===== src/common/pxb_pkg.sv =====
package pxb_pkg;

    // ==========================================================
    // sizes
    localparam int NUM_PORTS = 5;
    localparam int XBAR_PORTS = 4;
    localparam int NUM_PINS = 40;
    localparam int XBAR_PINS = 32;
    localparam int NUM_SIGS = 8;
    localparam int ADDR_W = 10;
    localparam int DATA_W = 32;

    // ==========================================================
    // register indices, byte address is four times the index
    localparam logic [7:0] IDX_PORT_DATA0 = 8'h80;
    localparam logic [7:0] IDX_MDIN_BASE = 8'h88;
    localparam logic [7:0] IDX_MDOUT_BASE = 8'h90;
    localparam logic [7:0] IDX_SKIP_BASE = 8'h98;
    localparam logic [7:0] IDX_LATCH_BASE = 8'ha0;
    localparam logic [7:0] IDX_RMW = 8'ha8;
    localparam logic [7:0] IDX_ROUTE0 = 8'hc4;
    localparam logic [7:0] IDX_ROUTE3 = 8'hc7;

    // ==========================================================
    // field positions
    localparam int PUD_BIT = 7;
    localparam int XBAR_EN_BIT = 6;
    localparam int CMP2_ASYNC_BIT = 3;
    localparam int CMP2_SYNC_BIT = 2;
    localparam int UART2_BIT = 1;
    localparam int LIN_BIT = 0;
    localparam int SMB_BIT = 0;
    localparam int RMW_OP_LSB = 0;
    localparam int RMW_PORT_LSB = 4;
    localparam int RMW_BIT_LSB = 8;
    localparam int RMW_OPND_LSB = 16;

    // ==========================================================
    // reset values
    localparam logic [7:0] PORT_DATA_RST = 8'hff;
    localparam logic [7:0] MDIN_RST = 8'hff;
    localparam logic [7:0] MDOUT_RST = 8'h00;
    localparam logic [7:0] SKIP_RST = 8'h00;
    localparam logic [7:0] ROUTE_RST = 8'h00;
    localparam logic [7:0] PORT4_MDIN = 8'hff;
    localparam logic [7:0] SENSE_IDLE = 8'hff;

    // ==========================================================
    // crossbar signals in priority order
    typedef enum logic [2:0] {
        SIG_SDA = 3'h0,
        SIG_SCL = 3'h1,
        SIG_LIN_TX = 3'h2,
        SIG_LIN_RX = 3'h3,
        SIG_UART_TX = 3'h4,
        SIG_UART_RX = 3'h5,
        SIG_CMP2_SYNC = 3'h6,
        SIG_CMP2_ASYNC = 3'h7
    } pxb_sig_t;
    localparam logic [7:0] SIG_DRIVES = 8'hd7;
    localparam logic [7:0] SIG_OPEN_DRAIN = 8'h03;

    typedef enum logic [2:0] {
        RMW_AND = 3'h0,
        RMW_OR = 3'h1,
        RMW_XOR = 3'h2,
        RMW_CPL = 3'h3,
        RMW_INC = 3'h4,
        RMW_DEC = 3'h5,
        RMW_CLRB = 3'h6,
        RMW_SETB = 3'h7
    } pxb_rmw_op_t;

endpackage


===== src/verilog/pxb_xbar_assign.sv =====
`timescale 1ns/10ps
module pxb_xbar_assign (
    input wire logic [31:0] skip_in,
    input wire logic [7:0] sig_en_in,
    output logic [31:0] assigned_out,
    output logic [31:0][2:0] sig_sel_out
);

    // ==========================================================
    // priority walk: each enabled signal takes the next free pin
    always_comb begin
        logic [3:0] cursor;
        logic found;
        cursor = 4'h0;
        found = 1'b0;
        assigned_out = '0;
        sig_sel_out = '0;
        for (int p = 0; p < pxb_pkg::XBAR_PINS; p++) begin
            found = 1'b0;
            if (!skip_in[p]) begin
                for (int s = 0; s < pxb_pkg::NUM_SIGS; s++) begin
                    if (!found && (4'(s) >= cursor) && sig_en_in[s]) begin
                        found = 1'b1;
                        assigned_out[p] = 1'b1;
                        sig_sel_out[p] = 3'(s);
                        cursor = 4'(s + 1);
                    end
                end
            end
        end
    end

endmodule


===== src/verilog/pxb_port_crossbar.sv =====
`timescale 1ns/10ps
// Overview of operation
// - each pin is digital when its input mode bit is one, analog when zero, and all pins reset digital.
// - an analog pin has its weak pull-up, output driver and input receiver switched off.
// - output mode bits pick open-drain or push-pull per pin, but the two-wire bus pins are always open-drain.
// - with pull-up disable at zero, open-drain digital pins get a weak pull-up, push-pull pins never do.
// - a pin actively driving low has its weak pull-up switched off.
// - with the crossbar off, pins are plain inputs, routing is ignored and output drivers stay off.
// - bit 6 of the third routing register enables the crossbar when one and disables it when zero.
// - third routing register bits 3..0 route async comparator-2, sync comparator-2, second uart and lin.
// - ports 0 to 3 have a skip bit per pin that makes the crossbar pass the pin over.
// - a write to a port data register stores the value in the output latch that drives the pin.
// - a normal read of a port data register returns the live levels of digital pins, even routed ones, and zero for analog pins.
// - read-modify-write operations on a port read the latch, not the pins, and write the result back.
// - ports 0 to 3 allow byte and bit access, port 4 only byte access and digital use.
// - the port 0 data register resets to all ones and each written bit sets its latch high or low.
module pxb_port_crossbar (
    input wire logic ref_clk_in,
    input wire logic reset_n_in,
    input wire logic [9:0] avs_address_in,
    input wire logic avs_read_in,
    input wire logic avs_write_in,
    input wire logic [31:0] avs_writedata_in,
    input wire logic [3:0] avs_byteenable_in,
    output logic [31:0] avs_readdata_out,
    output logic avs_waitrequest_out,
    input wire logic [39:0] pad_in,
    output logic [39:0] pad_out,
    output logic [39:0] pad_oe_out,
    output logic [39:0] pad_pullup_en_out,
    output logic [39:0] pad_rx_en_out,
    input wire logic [7:0] periph_drive_in,
    output logic [7:0] periph_sense_out,
    output logic xbar_enabled_out
);

    // ==========================================================
    // helpers
    function automatic logic in_range(input logic [7:0] a, input logic [7:0] base, input int n);
        return (a >= base) && (int'(a) < int'(base) + n);
    endfunction

    function automatic logic [7:0] rmw_calc(input logic [2:0] op, input logic [7:0] old,
                                            input logic [7:0] opnd, input logic [2:0] bsel);
        logic [7:0] mask;
        mask = 8'h01 << bsel;
        case (op)
            pxb_pkg::RMW_AND: rmw_calc = old & opnd;
            pxb_pkg::RMW_OR: rmw_calc = old | opnd;
            pxb_pkg::RMW_XOR: rmw_calc = old ^ opnd;
            pxb_pkg::RMW_CPL: rmw_calc = old ^ mask;
            pxb_pkg::RMW_INC: rmw_calc = old + 8'h01;
            pxb_pkg::RMW_DEC: rmw_calc = old - 8'h01;
            pxb_pkg::RMW_CLRB: rmw_calc = old & ~mask;
            pxb_pkg::RMW_SETB: rmw_calc = old | mask;
            default: rmw_calc = old;
        endcase
    endfunction

    // ==========================================================
    // state
    logic wait_ff, nxt_wait;
    logic [31:0] rdata_ff, nxt_rdata;
    logic [4:0][7:0] latch_ff, nxt_latch;
    logic [3:0][7:0] mdin_ff, nxt_mdin;
    logic [4:0][7:0] mdout_ff, nxt_mdout;
    logic [3:0][7:0] skip_ff, nxt_skip;
    logic [7:0] route3_ff, nxt_route3;
    logic [7:0] route0_ff, nxt_route0;
    logic [7:0] rmw_res_ff, nxt_rmw_res;
    logic [39:0] sync1_ff, sync2_ff;
    logic [39:0] pad_out_ff, nxt_pad_out;
    logic [39:0] pad_oe_ff, nxt_pad_oe;
    logic [39:0] pad_pu_ff, nxt_pad_pu;
    logic [39:0] pad_rx_ff, nxt_pad_rx;
    logic [7:0] sense_ff, nxt_sense;

    logic [7:0] idx;
    logic wr_commit, rd_take;
    logic [2:0] off;
    logic [7:0] rd_byte;
    logic [2:0] rmw_op, rmw_port, rmw_bit;
    logic [39:0] mdin_eff, pp_v, val_v, drv_v;
    logic [4:0][7:0] pin_rd;
    logic [7:0] sig_en;
    logic [31:0] xb_asg;
    logic [31:0][2:0] xb_sel;
    logic xbar_en, pud;

    assign idx = avs_address_in[9:2];
    // a write lands only at the edge where waitrequest is seen low
    assign wr_commit = avs_write_in & ~wait_ff;
    assign rd_take = avs_read_in & wait_ff;
    assign rmw_op = avs_writedata_in[pxb_pkg::RMW_OP_LSB +: 3];
    assign rmw_port = avs_writedata_in[pxb_pkg::RMW_PORT_LSB +: 3];
    assign rmw_bit = avs_writedata_in[pxb_pkg::RMW_BIT_LSB +: 3];
    assign xbar_en = route3_ff[pxb_pkg::XBAR_EN_BIT];
    assign pud = route3_ff[pxb_pkg::PUD_BIT];
    assign mdin_eff = {pxb_pkg::PORT4_MDIN, mdin_ff};
    assign pin_rd = sync2_ff & mdin_eff;
    assign sig_en = {route3_ff[pxb_pkg::CMP2_ASYNC_BIT], route3_ff[pxb_pkg::CMP2_SYNC_BIT],
                     {2{route3_ff[pxb_pkg::UART2_BIT]}}, {2{route3_ff[pxb_pkg::LIN_BIT]}},
                     {2{route0_ff[pxb_pkg::SMB_BIT]}}};

    pxb_xbar_assign u_assign (
        .skip_in(skip_ff),
        .sig_en_in(sig_en),
        .assigned_out(xb_asg),
        .sig_sel_out(xb_sel)
    );

    // ==========================================================
    // register file and bus answer
    always_comb begin
        nxt_wait = ~((avs_read_in | avs_write_in) & wait_ff);
        nxt_rdata = rdata_ff;
        nxt_latch = latch_ff;
        nxt_mdin = mdin_ff;
        nxt_mdout = mdout_ff;
        nxt_skip = skip_ff;
        nxt_route3 = route3_ff;
        nxt_route0 = route0_ff;
        nxt_rmw_res = rmw_res_ff;
        rd_byte = 8'h00;
        off = 3'h0;
        if (in_range(idx, pxb_pkg::IDX_PORT_DATA0, pxb_pkg::NUM_PORTS)) begin
            off = 3'(idx - pxb_pkg::IDX_PORT_DATA0);
            rd_byte = pin_rd[off];
        end else if (in_range(idx, pxb_pkg::IDX_MDIN_BASE, pxb_pkg::XBAR_PORTS)) begin
            off = 3'(idx - pxb_pkg::IDX_MDIN_BASE);
            rd_byte = mdin_ff[off[1:0]];
        end else if (in_range(idx, pxb_pkg::IDX_MDOUT_BASE, pxb_pkg::NUM_PORTS)) begin
            off = 3'(idx - pxb_pkg::IDX_MDOUT_BASE);
            rd_byte = mdout_ff[off];
        end else if (in_range(idx, pxb_pkg::IDX_SKIP_BASE, pxb_pkg::XBAR_PORTS)) begin
            off = 3'(idx - pxb_pkg::IDX_SKIP_BASE);
            rd_byte = skip_ff[off[1:0]];
        end else if (in_range(idx, pxb_pkg::IDX_LATCH_BASE, pxb_pkg::NUM_PORTS)) begin
            off = 3'(idx - pxb_pkg::IDX_LATCH_BASE);
            rd_byte = latch_ff[off];
        end else if (idx == pxb_pkg::IDX_RMW) begin
            rd_byte = rmw_res_ff;
        end else if (idx == pxb_pkg::IDX_ROUTE3) begin
            rd_byte = route3_ff;
        end else if (idx == pxb_pkg::IDX_ROUTE0) begin
            rd_byte = route0_ff;
        end
        if (rd_take) begin
            nxt_rdata = {24'h000000, rd_byte};
        end
        if (wr_commit && idx == pxb_pkg::IDX_RMW) begin
            // whole word needed, and port 4 refuses single-bit forms
            if (&avs_byteenable_in && int'(rmw_port) < pxb_pkg::NUM_PORTS &&
                !(int'(rmw_port) == pxb_pkg::XBAR_PORTS && (rmw_op == pxb_pkg::RMW_CPL ||
                  rmw_op == pxb_pkg::RMW_CLRB || rmw_op == pxb_pkg::RMW_SETB))) begin
                nxt_rmw_res = latch_ff[rmw_port];
                nxt_latch[rmw_port] = rmw_calc(rmw_op, latch_ff[rmw_port],
                                               avs_writedata_in[pxb_pkg::RMW_OPND_LSB +: 8], rmw_bit);
            end
        end else if (wr_commit && avs_byteenable_in[0]) begin
            if (in_range(idx, pxb_pkg::IDX_PORT_DATA0, pxb_pkg::NUM_PORTS)) begin
                nxt_latch[off] = avs_writedata_in[7:0];
            end else if (in_range(idx, pxb_pkg::IDX_MDIN_BASE, pxb_pkg::XBAR_PORTS)) begin
                nxt_mdin[off[1:0]] = avs_writedata_in[7:0];
            end else if (in_range(idx, pxb_pkg::IDX_MDOUT_BASE, pxb_pkg::NUM_PORTS)) begin
                nxt_mdout[off] = avs_writedata_in[7:0];
            end else if (in_range(idx, pxb_pkg::IDX_SKIP_BASE, pxb_pkg::XBAR_PORTS)) begin
                nxt_skip[off[1:0]] = avs_writedata_in[7:0];
            end else if (idx == pxb_pkg::IDX_ROUTE3) begin
                nxt_route3 = avs_writedata_in[7:0];
            end else if (idx == pxb_pkg::IDX_ROUTE0) begin
                nxt_route0 = avs_writedata_in[7:0];
            end
        end
    end

    always_ff @(posedge ref_clk_in) begin
        if (!reset_n_in) begin
            wait_ff <= 1'b1;
            rdata_ff <= 32'h00000000;
            latch_ff <= {pxb_pkg::NUM_PORTS{pxb_pkg::PORT_DATA_RST}};
            mdin_ff <= {pxb_pkg::XBAR_PORTS{pxb_pkg::MDIN_RST}};
            mdout_ff <= {pxb_pkg::NUM_PORTS{pxb_pkg::MDOUT_RST}};
            skip_ff <= {pxb_pkg::XBAR_PORTS{pxb_pkg::SKIP_RST}};
            route3_ff <= pxb_pkg::ROUTE_RST;
            route0_ff <= pxb_pkg::ROUTE_RST;
            rmw_res_ff <= 8'h00;
        end else begin
            wait_ff <= nxt_wait;
            rdata_ff <= nxt_rdata;
            latch_ff <= nxt_latch;
            mdin_ff <= nxt_mdin;
            mdout_ff <= nxt_mdout;
            skip_ff <= nxt_skip;
            route3_ff <= nxt_route3;
            route0_ff <= nxt_route0;
            rmw_res_ff <= nxt_rmw_res;
        end
    end

    // ==========================================================
    // pad control
    always_comb begin
        val_v = latch_ff;
        drv_v = '1;
        pp_v = mdout_ff;
        nxt_sense = pxb_pkg::SENSE_IDLE;
        for (int p = 0; p < pxb_pkg::XBAR_PINS; p++) begin
            if (xbar_en && xb_asg[p]) begin
                val_v[p] = periph_drive_in[xb_sel[p]];
                drv_v[p] = pxb_pkg::SIG_DRIVES[xb_sel[p]];
                pp_v[p] = mdout_ff[p/8][p%8] & ~pxb_pkg::SIG_OPEN_DRAIN[xb_sel[p]];
                nxt_sense[xb_sel[p]] = sync2_ff[p];
            end
        end
        // an open-drain pin only ever sinks, so driving high is left to the pull-up
        nxt_pad_oe = mdin_eff & {40{xbar_en}} & drv_v & (pp_v | ~val_v);
        nxt_pad_out = val_v;
        nxt_pad_pu = mdin_eff & ~pp_v & {40{~pud}} & ~(nxt_pad_oe & ~val_v);
        nxt_pad_rx = mdin_eff;
    end

    always_ff @(posedge ref_clk_in) begin
        if (!reset_n_in) begin
            sync1_ff <= '0;
            sync2_ff <= '0;
            pad_out_ff <= '0;
            pad_oe_ff <= '0;
            pad_pu_ff <= '0;
            pad_rx_ff <= '0;
            sense_ff <= pxb_pkg::SENSE_IDLE;
        end else begin
            sync1_ff <= pad_in;
            sync2_ff <= sync1_ff;
            pad_out_ff <= nxt_pad_out;
            pad_oe_ff <= nxt_pad_oe;
            pad_pu_ff <= nxt_pad_pu;
            pad_rx_ff <= nxt_pad_rx;
            sense_ff <= nxt_sense;
        end
    end

    assign avs_readdata_out = rdata_ff;
    assign avs_waitrequest_out = wait_ff;
    assign pad_out = pad_out_ff;
    assign pad_oe_out = pad_oe_ff;
    assign pad_pullup_en_out = pad_pu_ff;
    assign pad_rx_en_out = pad_rx_ff;
    assign periph_sense_out = sense_ff;
    assign xbar_enabled_out = route3_ff[pxb_pkg::XBAR_EN_BIT];
endmodule


===== config.mk =====
export PLATFORM = sky130hd
export DESIGN_NAME = pxb_port_crossbar
export DESIGN_NICKNAME = d
export VERILOG_FILES = /design/src/common/pxb_pkg.sv /design/src/verilog/pxb_xbar_assign.sv /design/src/verilog/pxb_port_crossbar.sv
export SDC_FILE = /design/constraint.sdc
export NUM_CORES = 2
export LEC_CHECK = 0
export BUFFER_PORTS_ARGS = -buffer_cell sky130_fd_sc_hd__buf_2
export CAP_MARGIN = 20
export CORE_AREA = 2 2 438 309
export DETAILED_ROUTE_END_ITERATION = 16
export DIE_AREA = 0 0 440 311
export PLACE_DENSITY = 0.54
export RECOVER_POWER = 25
export SLEW_MARGIN = 20
export SYNTH_ARGS = -nofsm -noshare
export SYNTH_HDL_FRONTEND = slang
export SYNTH_SLANG_ARGS = --single-unit

===== constraint.sdc =====
create_clock -name ref_clk_in -period 29.6 [get_ports ref_clk_in]
set_input_delay 2.96 -clock ref_clk_in [delete_from_list [all_inputs] [get_ports ref_clk_in]]
set_output_delay 2.96 -clock ref_clk_in [all_outputs]
set_load 0.02 [all_outputs]

# Word-level counts from Yosys, hierarchy flattened
# Memory sizes are Yosys's and may differ from the RTL's.
# Index checks and enable logic that the tools add are counted.
# op_classes
add_sub_neg,7
magnitude_cmp,341
n_eq_ne,12
n_shift,1
n_mux,1865
bitwise,98
n_reduce_logical,794
# ops
op,count
two-way mux 4 bit,509
two-way mux 1 bit,961
logical AND 1 bit,556
greater-or-equal comparator 3 x 4 -> 1 bit (first input constant),128
two-way mux 3 bit,167
two-way mux 8 bit,51
bitwise AND 40 bit,8
greater-or-equal comparator 2 x 4 -> 1 bit (first input constant),64
greater-or-equal comparator 1 x 4 -> 1 bit (first input constant),63
bitwise mux 8 bit,31
logical NOT 1 bit,225
two-way mux 40 bit,5
less-than comparator 3 x 4 -> 1 bit (second input constant),37
two-way mux 2 bit,62
bitwise mux 40 bit,3
inverter 40 bit,3
greater-or-equal comparator 3 x 1 -> 1 bit (second input constant),34
binary-select mux 1 bit (select 3 bit),32
binary-select mux 8 bit (select 3 bit),4
demux 1 bit (select 3 bit),32
bitwise mux 32 bit,2
case mux 8 bit (8 select lines),1
demux 8 bit (select 3 bit),2
inverter 1 bit,41
other kinds (33),97
# word_totals
regBits,425
romBits,512
input_bits,98
out_inout_bits,202
wordCells,3213
memories,64
# mem_list
name,words,word_bits,rd,rd_clocked_by_memory_dff,write_ports,line,text
(no name shown),8,1,1,0,0,pxb_port_crossbar.sv:212,pp_v[p] = mdout_ff[p/8][p%8] & ~pxb_pkg::SIG_OPEN_DRAIN[xb_sel[p]];
(no name shown),8,1,1,0,0,pxb_port_crossbar.sv:211,drv_v[p] = pxb_pkg::SIG_DRIVES[xb_sel[p]];
(no name shown),8,1,1,0,0,pxb_port_crossbar.sv:212,
(no name shown),8,1,1,0,0,pxb_port_crossbar.sv:211,
(no name shown),8,1,1,0,0,pxb_port_crossbar.sv:212,
(no name shown),8,1,1,0,0,pxb_port_crossbar.sv:211,
+58 memories,-,-,-,-,-,-,

# Logic depth before layout (Yosys ltp)
# logic_depth
depth_word,1256
ltp_mapped,140
ltp_nobuf,116

# Hierarchy
# From an unflattened synthesis, not the netlist that was laid out.
# unflattened
cells_unflattened,6073
area_unflattened_um2,47466.8
# modules_own_cells
module,n_inst,cells_per_inst,area_each_um2,seq_area_each_um2
pxb_port_crossbar,1,3082,25296.8,8368.0
pxb_xbar_assign,1,2991,22170.0,0.0

# Least setup slack after synthesis
# No wires, ideal clock.
# synth_path
kind,flip-flop to flip-flop
startpoint,register skip_ff[1] in the netlist's numbering
endpoint,register sense_ff[2] (netlist: periph_sense_out[2])
setup_ns,0.129
arrival_ns,30.539
required_ns,29.471
slack_ns,-1.068
stages_incl_launch_ff,127
path_buffers,11
synth_period_minus_slack_ns,30.668
path_cell_list,dfxtp_1 > buf_4 > or2_4 > maj3_2 > or3_4 > nor4_1 > a211o_1 > a21oi_2 > buf_6 > o21a_2 > a31o_1 > or2_1 > buf_6 > a31oi_4 > a21oi_2 > a221oi_2 > a22oi_2 > a2111o_1 > [91 not listed] > o311ai_1 > a2111o_2 > nand2_1 > a21o_1 > nand4_2 > or4_4 > a41oi_2 > o31ai_1 > a211o_1 > a311oi_2 > o21ai_2 > a211o_1 > a2111o_1 > a32o_2 > o211ai_1 > nand2b_1 > mux2i_1 > nand2_1
# synth_lines
element,line,text
start: declaration,pxb_port_crossbar.sv:67,"logic [3:0][7:0] skip_ff, nxt_skip;"
start signal: assignment,pxb_port_crossbar.sv:184,skip_ff <= {pxb_pkg::XBAR_PORTS{pxb_pkg::SKIP_RST}};
start signal: assignment,pxb_port_crossbar.sv:194,skip_ff <= nxt_skip;
end signal: assignment,pxb_port_crossbar.sv:231,sense_ff <= pxb_pkg::SENSE_IDLE;
end signal: assignment,pxb_port_crossbar.sv:239,sense_ff <= nxt_sense;
end: declaration,pxb_port_crossbar.sv:76,"logic [7:0] sense_ff, nxt_sense;"

==> summary.md <==
| Metric | Value |
|---|---|
| H-tree depth | `2` |
| Number of routed nets with antenna violations | `0` |
| CTS sink cnt | `418` |
| DR iter-0 viols | `6398` |
| Slowest CP cell | `or4b_4` |
| DRC | `0` |
| Worst path max stage delay | `570 ps` |
| Ys Warns | `0` |
| Initial Utilization | `29.8%` |
| Vias per cell | `6.02` |
| Finished Layout Cells | `8191` |
| R2R cell count | `137` |
| Place WS | `-3720 ps` |
| Largest net degree at the start of global routing | `76` |
| RePlAce Congestion | `1.03` |
| Die Height | `311 microns` |
| Die Width | `440 microns` |
| Critical path peak fanout | `10` |
| Pin slew with the least headroom to its limit | `3460 ps` |
| Dpl cell area | `0.0499 sq mm` |
| Worst Hold Class | `reg -> reg` |
| Layout cells sized above 1 | `37.0%` |
| Clock Skew | `57.0 ps` |
| Comb power frac | `11.8%` |
| Routed wire per std cell | `25.6 microns` |
| Sequential power share | `42.8%` |
| Cell Area, Synth | `0.0396 sq mm` |
| Layout area overhead | `39.5%` |
| Final TNS setup | `-45850 ps` |
| Switching part of the total | `28.2%` |
| TritonCTS clock tree | `built` |
| Clk_lat worst skew | `650 ps` |
| Core area | `0.133 sq mm` |
| Vias in the first global route | `45194` |
| Worst R2R Setup Slack | `-3050 ps` |
| Hold_buf cts | `0` |
| Final WL | `210 mm` |
| Clock buffer count from CTS | `46` |
| Minimum clock period | `32650 ps` |
| Synthesized flop and latch total | `418` |
| Pint | `0.982 mW` |
| Leakage | `22.3 nW` |
| First-pass DRT Iterations | `6` |
| Post-synth cell types | `184` |
| Final period utilization | `110%` |
| Cells after Synth | `5149` |
| Post-synth EDFFs | `0` |
| Fin. max-slew vios | `138` |
| Global route overflow | `0` |
| Clock buffer depth | `3` |
| Slew margin rel. | `-131%` |
| # rows | `112` |
| Nets@finish | `6485` |
| Vias post-DR | `49298` |
| Final setup violating endpoints | `20` |
| Crit-path most repeated cell | `buf_4` |
| Post-Place Cells | `7937` |
| WHS Path Cells | `1` |
| Arr. time, crit path | `33090 ps` |
| Switching pwr | `0.386 mW` |
| Fmax | `30.6 MHz` |
| Die Footprint | `0.137 sq mm` |
| Crit start category | `flip-flop` |
| Power per cell area | `24.8 mW/mm^2` |
| Synth Flop Type | `dfxtp_1` |
| Clock network fraction of total power | `45.4%` |
| Root Buffer | `clkbuf_16` |
| Setup ws final | `-3050 ps` |
| Final hold vios | `0` |
| First-pass GRT wire length | `300 mm` |
| Post-DP HPWL | `158 mm` |
| Post-route design area | `0.0552 sq mm` |
| I/O pin cnt | `300` |
| Antenna violations before repair | `23` |
| Max-cap viol count | `2` |
| RSZ-0062 raised after global routing | `true` |
| Run status | `complete, but fails checks` |
| Max VDD drop | `0.0462 mV` |
| Gr usage total | `28.8%` |
| Failing checks | `max-capacitance violations, max-slew violations, negative setup slack` |
| Worst Setup End Kind | `flip-flop` |
| WP data required | `30030 ps` |
| Seq/Total Area, Yosys | `21.1%` |
| Mean post-synth cell area | `7.68 sq um` |
| CTS clk-pin slew, worst paths | `70 ps` |
| Fraction of registers with async set/reset | `0%` |
| WS Path Type | `reg -> reg` |
| Port buffer count | `260` |
path summary, 6_finish.rpt:
path | start | end
max | skip_ff[0] | periph_sense_out[6]
min | sync1_ff[19] | sync2_ff[19]
max reg2reg | skip_ff[0] | periph_sense_out[6]
min reg2reg | sync1_ff[19] | sync2_ff[19]
cells in the mapped netlist (28+ instances only):
library cell / instances / area (sq um)
nor3_1: 143 / 716
a211oi_1: 77 / 578
o21ai_0: 226 / 1130
o21a_1: 37 / 278
nand4_1: 32 / 200
and3_1: 40 / 250
nor4_1: 36 / 225
nor2_1: 562 / 2110
mux2i_1: 231 / 2310
or2_2: 31 / 194
o21ai_2: 30 / 263
buf_4: 54 / 405
o211ai_1: 90 / 676
nand3_1: 149 / 746
a31oi_1: 89 / 557
nor2b_1: 41 / 257
clkbuf_1: 168 / 631
buf_6: 43 / 484
a21o_1: 33 / 248
o22ai_1: 60 / 375
nand2b_1: 50 / 313
and2_1: 187 / 1170
a21oi_1: 345 / 1730
a22oi_1: 28 / 210
o31ai_1: 43 / 323
a221oi_1: 49 / 429
dfxtp_1: 418 / 8370
nand2_1: 560 / 2100
or3_1: 35 / 219
o21ai_1: 51 / 255
a221o_1: 46 / 460
clkbuf_8: 52 / 716
inv_1: 126 / 473
o221ai_1: 31 / 272
layout by cell type, fill, tap and decap left out, types with 45 or more instances in the layout:
cell type,n
buf_4,1231
nand2_1,553
nor2_1,549
dfxtp_1,411
a21oi_1,313
buf_2,249
mux2i_1,227
o21ai_0,206
nand3_1,141
nor3_1,127
inv_1,125
and2_1,125
o211ai_1,90
a31oi_1,78
and2_0,62
o22ai_1,56
a211oi_1,55
o21ai_1,48
nand2b_1,48
clkbuf_16,48
a221o_1,46
a221oi_1,45
layout make-up:
type / instances / area (sq um)
fillers: 13456 / 77500
multi-input cells: 4250 / 31400
repair buffers: 1528 / 11100
flip-flops and latches: 418 / 8390
well taps: 1767 / 2210
clock buffers: 61 / 1290
inverters: 136 / 532
clock inverters: 21 / 290
diodes: 10 / 25.0
power groups by stage:
stage | clock (mW) | sequential, mW | combinational [mW]
2_1_floorplan | 0 | 0.606 | 0.0786
3_3_place_gp | 0 | 0.598 | 0.151
3_5_place_dp | 0 | 0.598 | 0.152
4_1_cts | 0.633 | 0.586 | 0.155
5_1_grt | 0.654 | 0.586 | 0.168
6_report | 0.620 | 0.585 | 0.162
through the flow:
| stage | power (mW) | hold WS (ps) | util [%] |
|---|---|---|---|
| final | 1.37 | 433 | 41.6 |
| after global routing | 1.41 | 445 | 41.6 |
| after CTS | 1.37 | 436 | 40.4 |
| after detailed placement | 0.750 | 421 | 37.6 |
| after global placement | 0.749 | 419 | 37.6 |
| after floorplan | 0.684 | 412 | - |
state kept, by name, indices dropped and copies added, names as in the netlist:
| name | count |
|---|---|
| latch_ff | 40 |
| skip_ff | 32 |
| pad_out | 40 |
| avs_waitrequest_out | 1 |
| periph_sense_out | 8 |
| mdout_ff | 40 |
| sync2_ff | 40 |
| pad_pullup_en_out | 40 |
| route0_ff | 8 |
| pad_rx_en_out | 33 |
| avs_readdata_out | 8 |
| route3_ff | 8 |
| pad_oe_out | 40 |
| rmw_res_ff | 8 |
| mdin_eff | 32 |
| sync1_ff | 40 |
layer usage:
layer / vias up / GRT usage (%) / wire length [microns]
met5: - / 0 / 77
li1: 22017 / - / -
met1: 23529 / 40.1 / 87300
met4: 12 / 14.8 / 12800
met2: 3147 / 39.9 / 83400
met3: 593 / 7.78 / 26000
timing repair:
item                                    CTS  global route
endpoints found under the setup margin   23            23
cloned                                    2             1
gates resized for setup                 251           186
buffers inserted                         88            71
pin swaps                               104           131
worst max-delay path, delay by kind of cell (launching register included):
kind / cells / cell delay (ps)
AOI/OAI and AO/OA: 77 / 18380
xor gates and xnor gates: 1 / 230
adders and majority gates: 1 / 330
buffers and inverters: 27 / 4570
DFF: 1 / 370
muxes: 1 / 100
and+or+nand+nor: 30 / 8420
cells by family (layout without fill, tap and decap cells):
family | after synthesis | after routing | share of synthesized area [%]
other | 1 | 34 | 0.00948
xor gates and xnor gates | 16 | 16 | 0.354
DFF | 418 | 418 | 21.1
AOI/OAI and AO/OA | 1848 | 1850 | 36.7
muxes | 270 | 270 | 7.61
adders and majority gates | 15 | 15 | 0.446
buffers and inverters | 506 | 1746 | 7.62
and+or+nand+nor | 2075 | 2075 | 26.1
No activity file was read; power rests on OpenSTA's default activity.
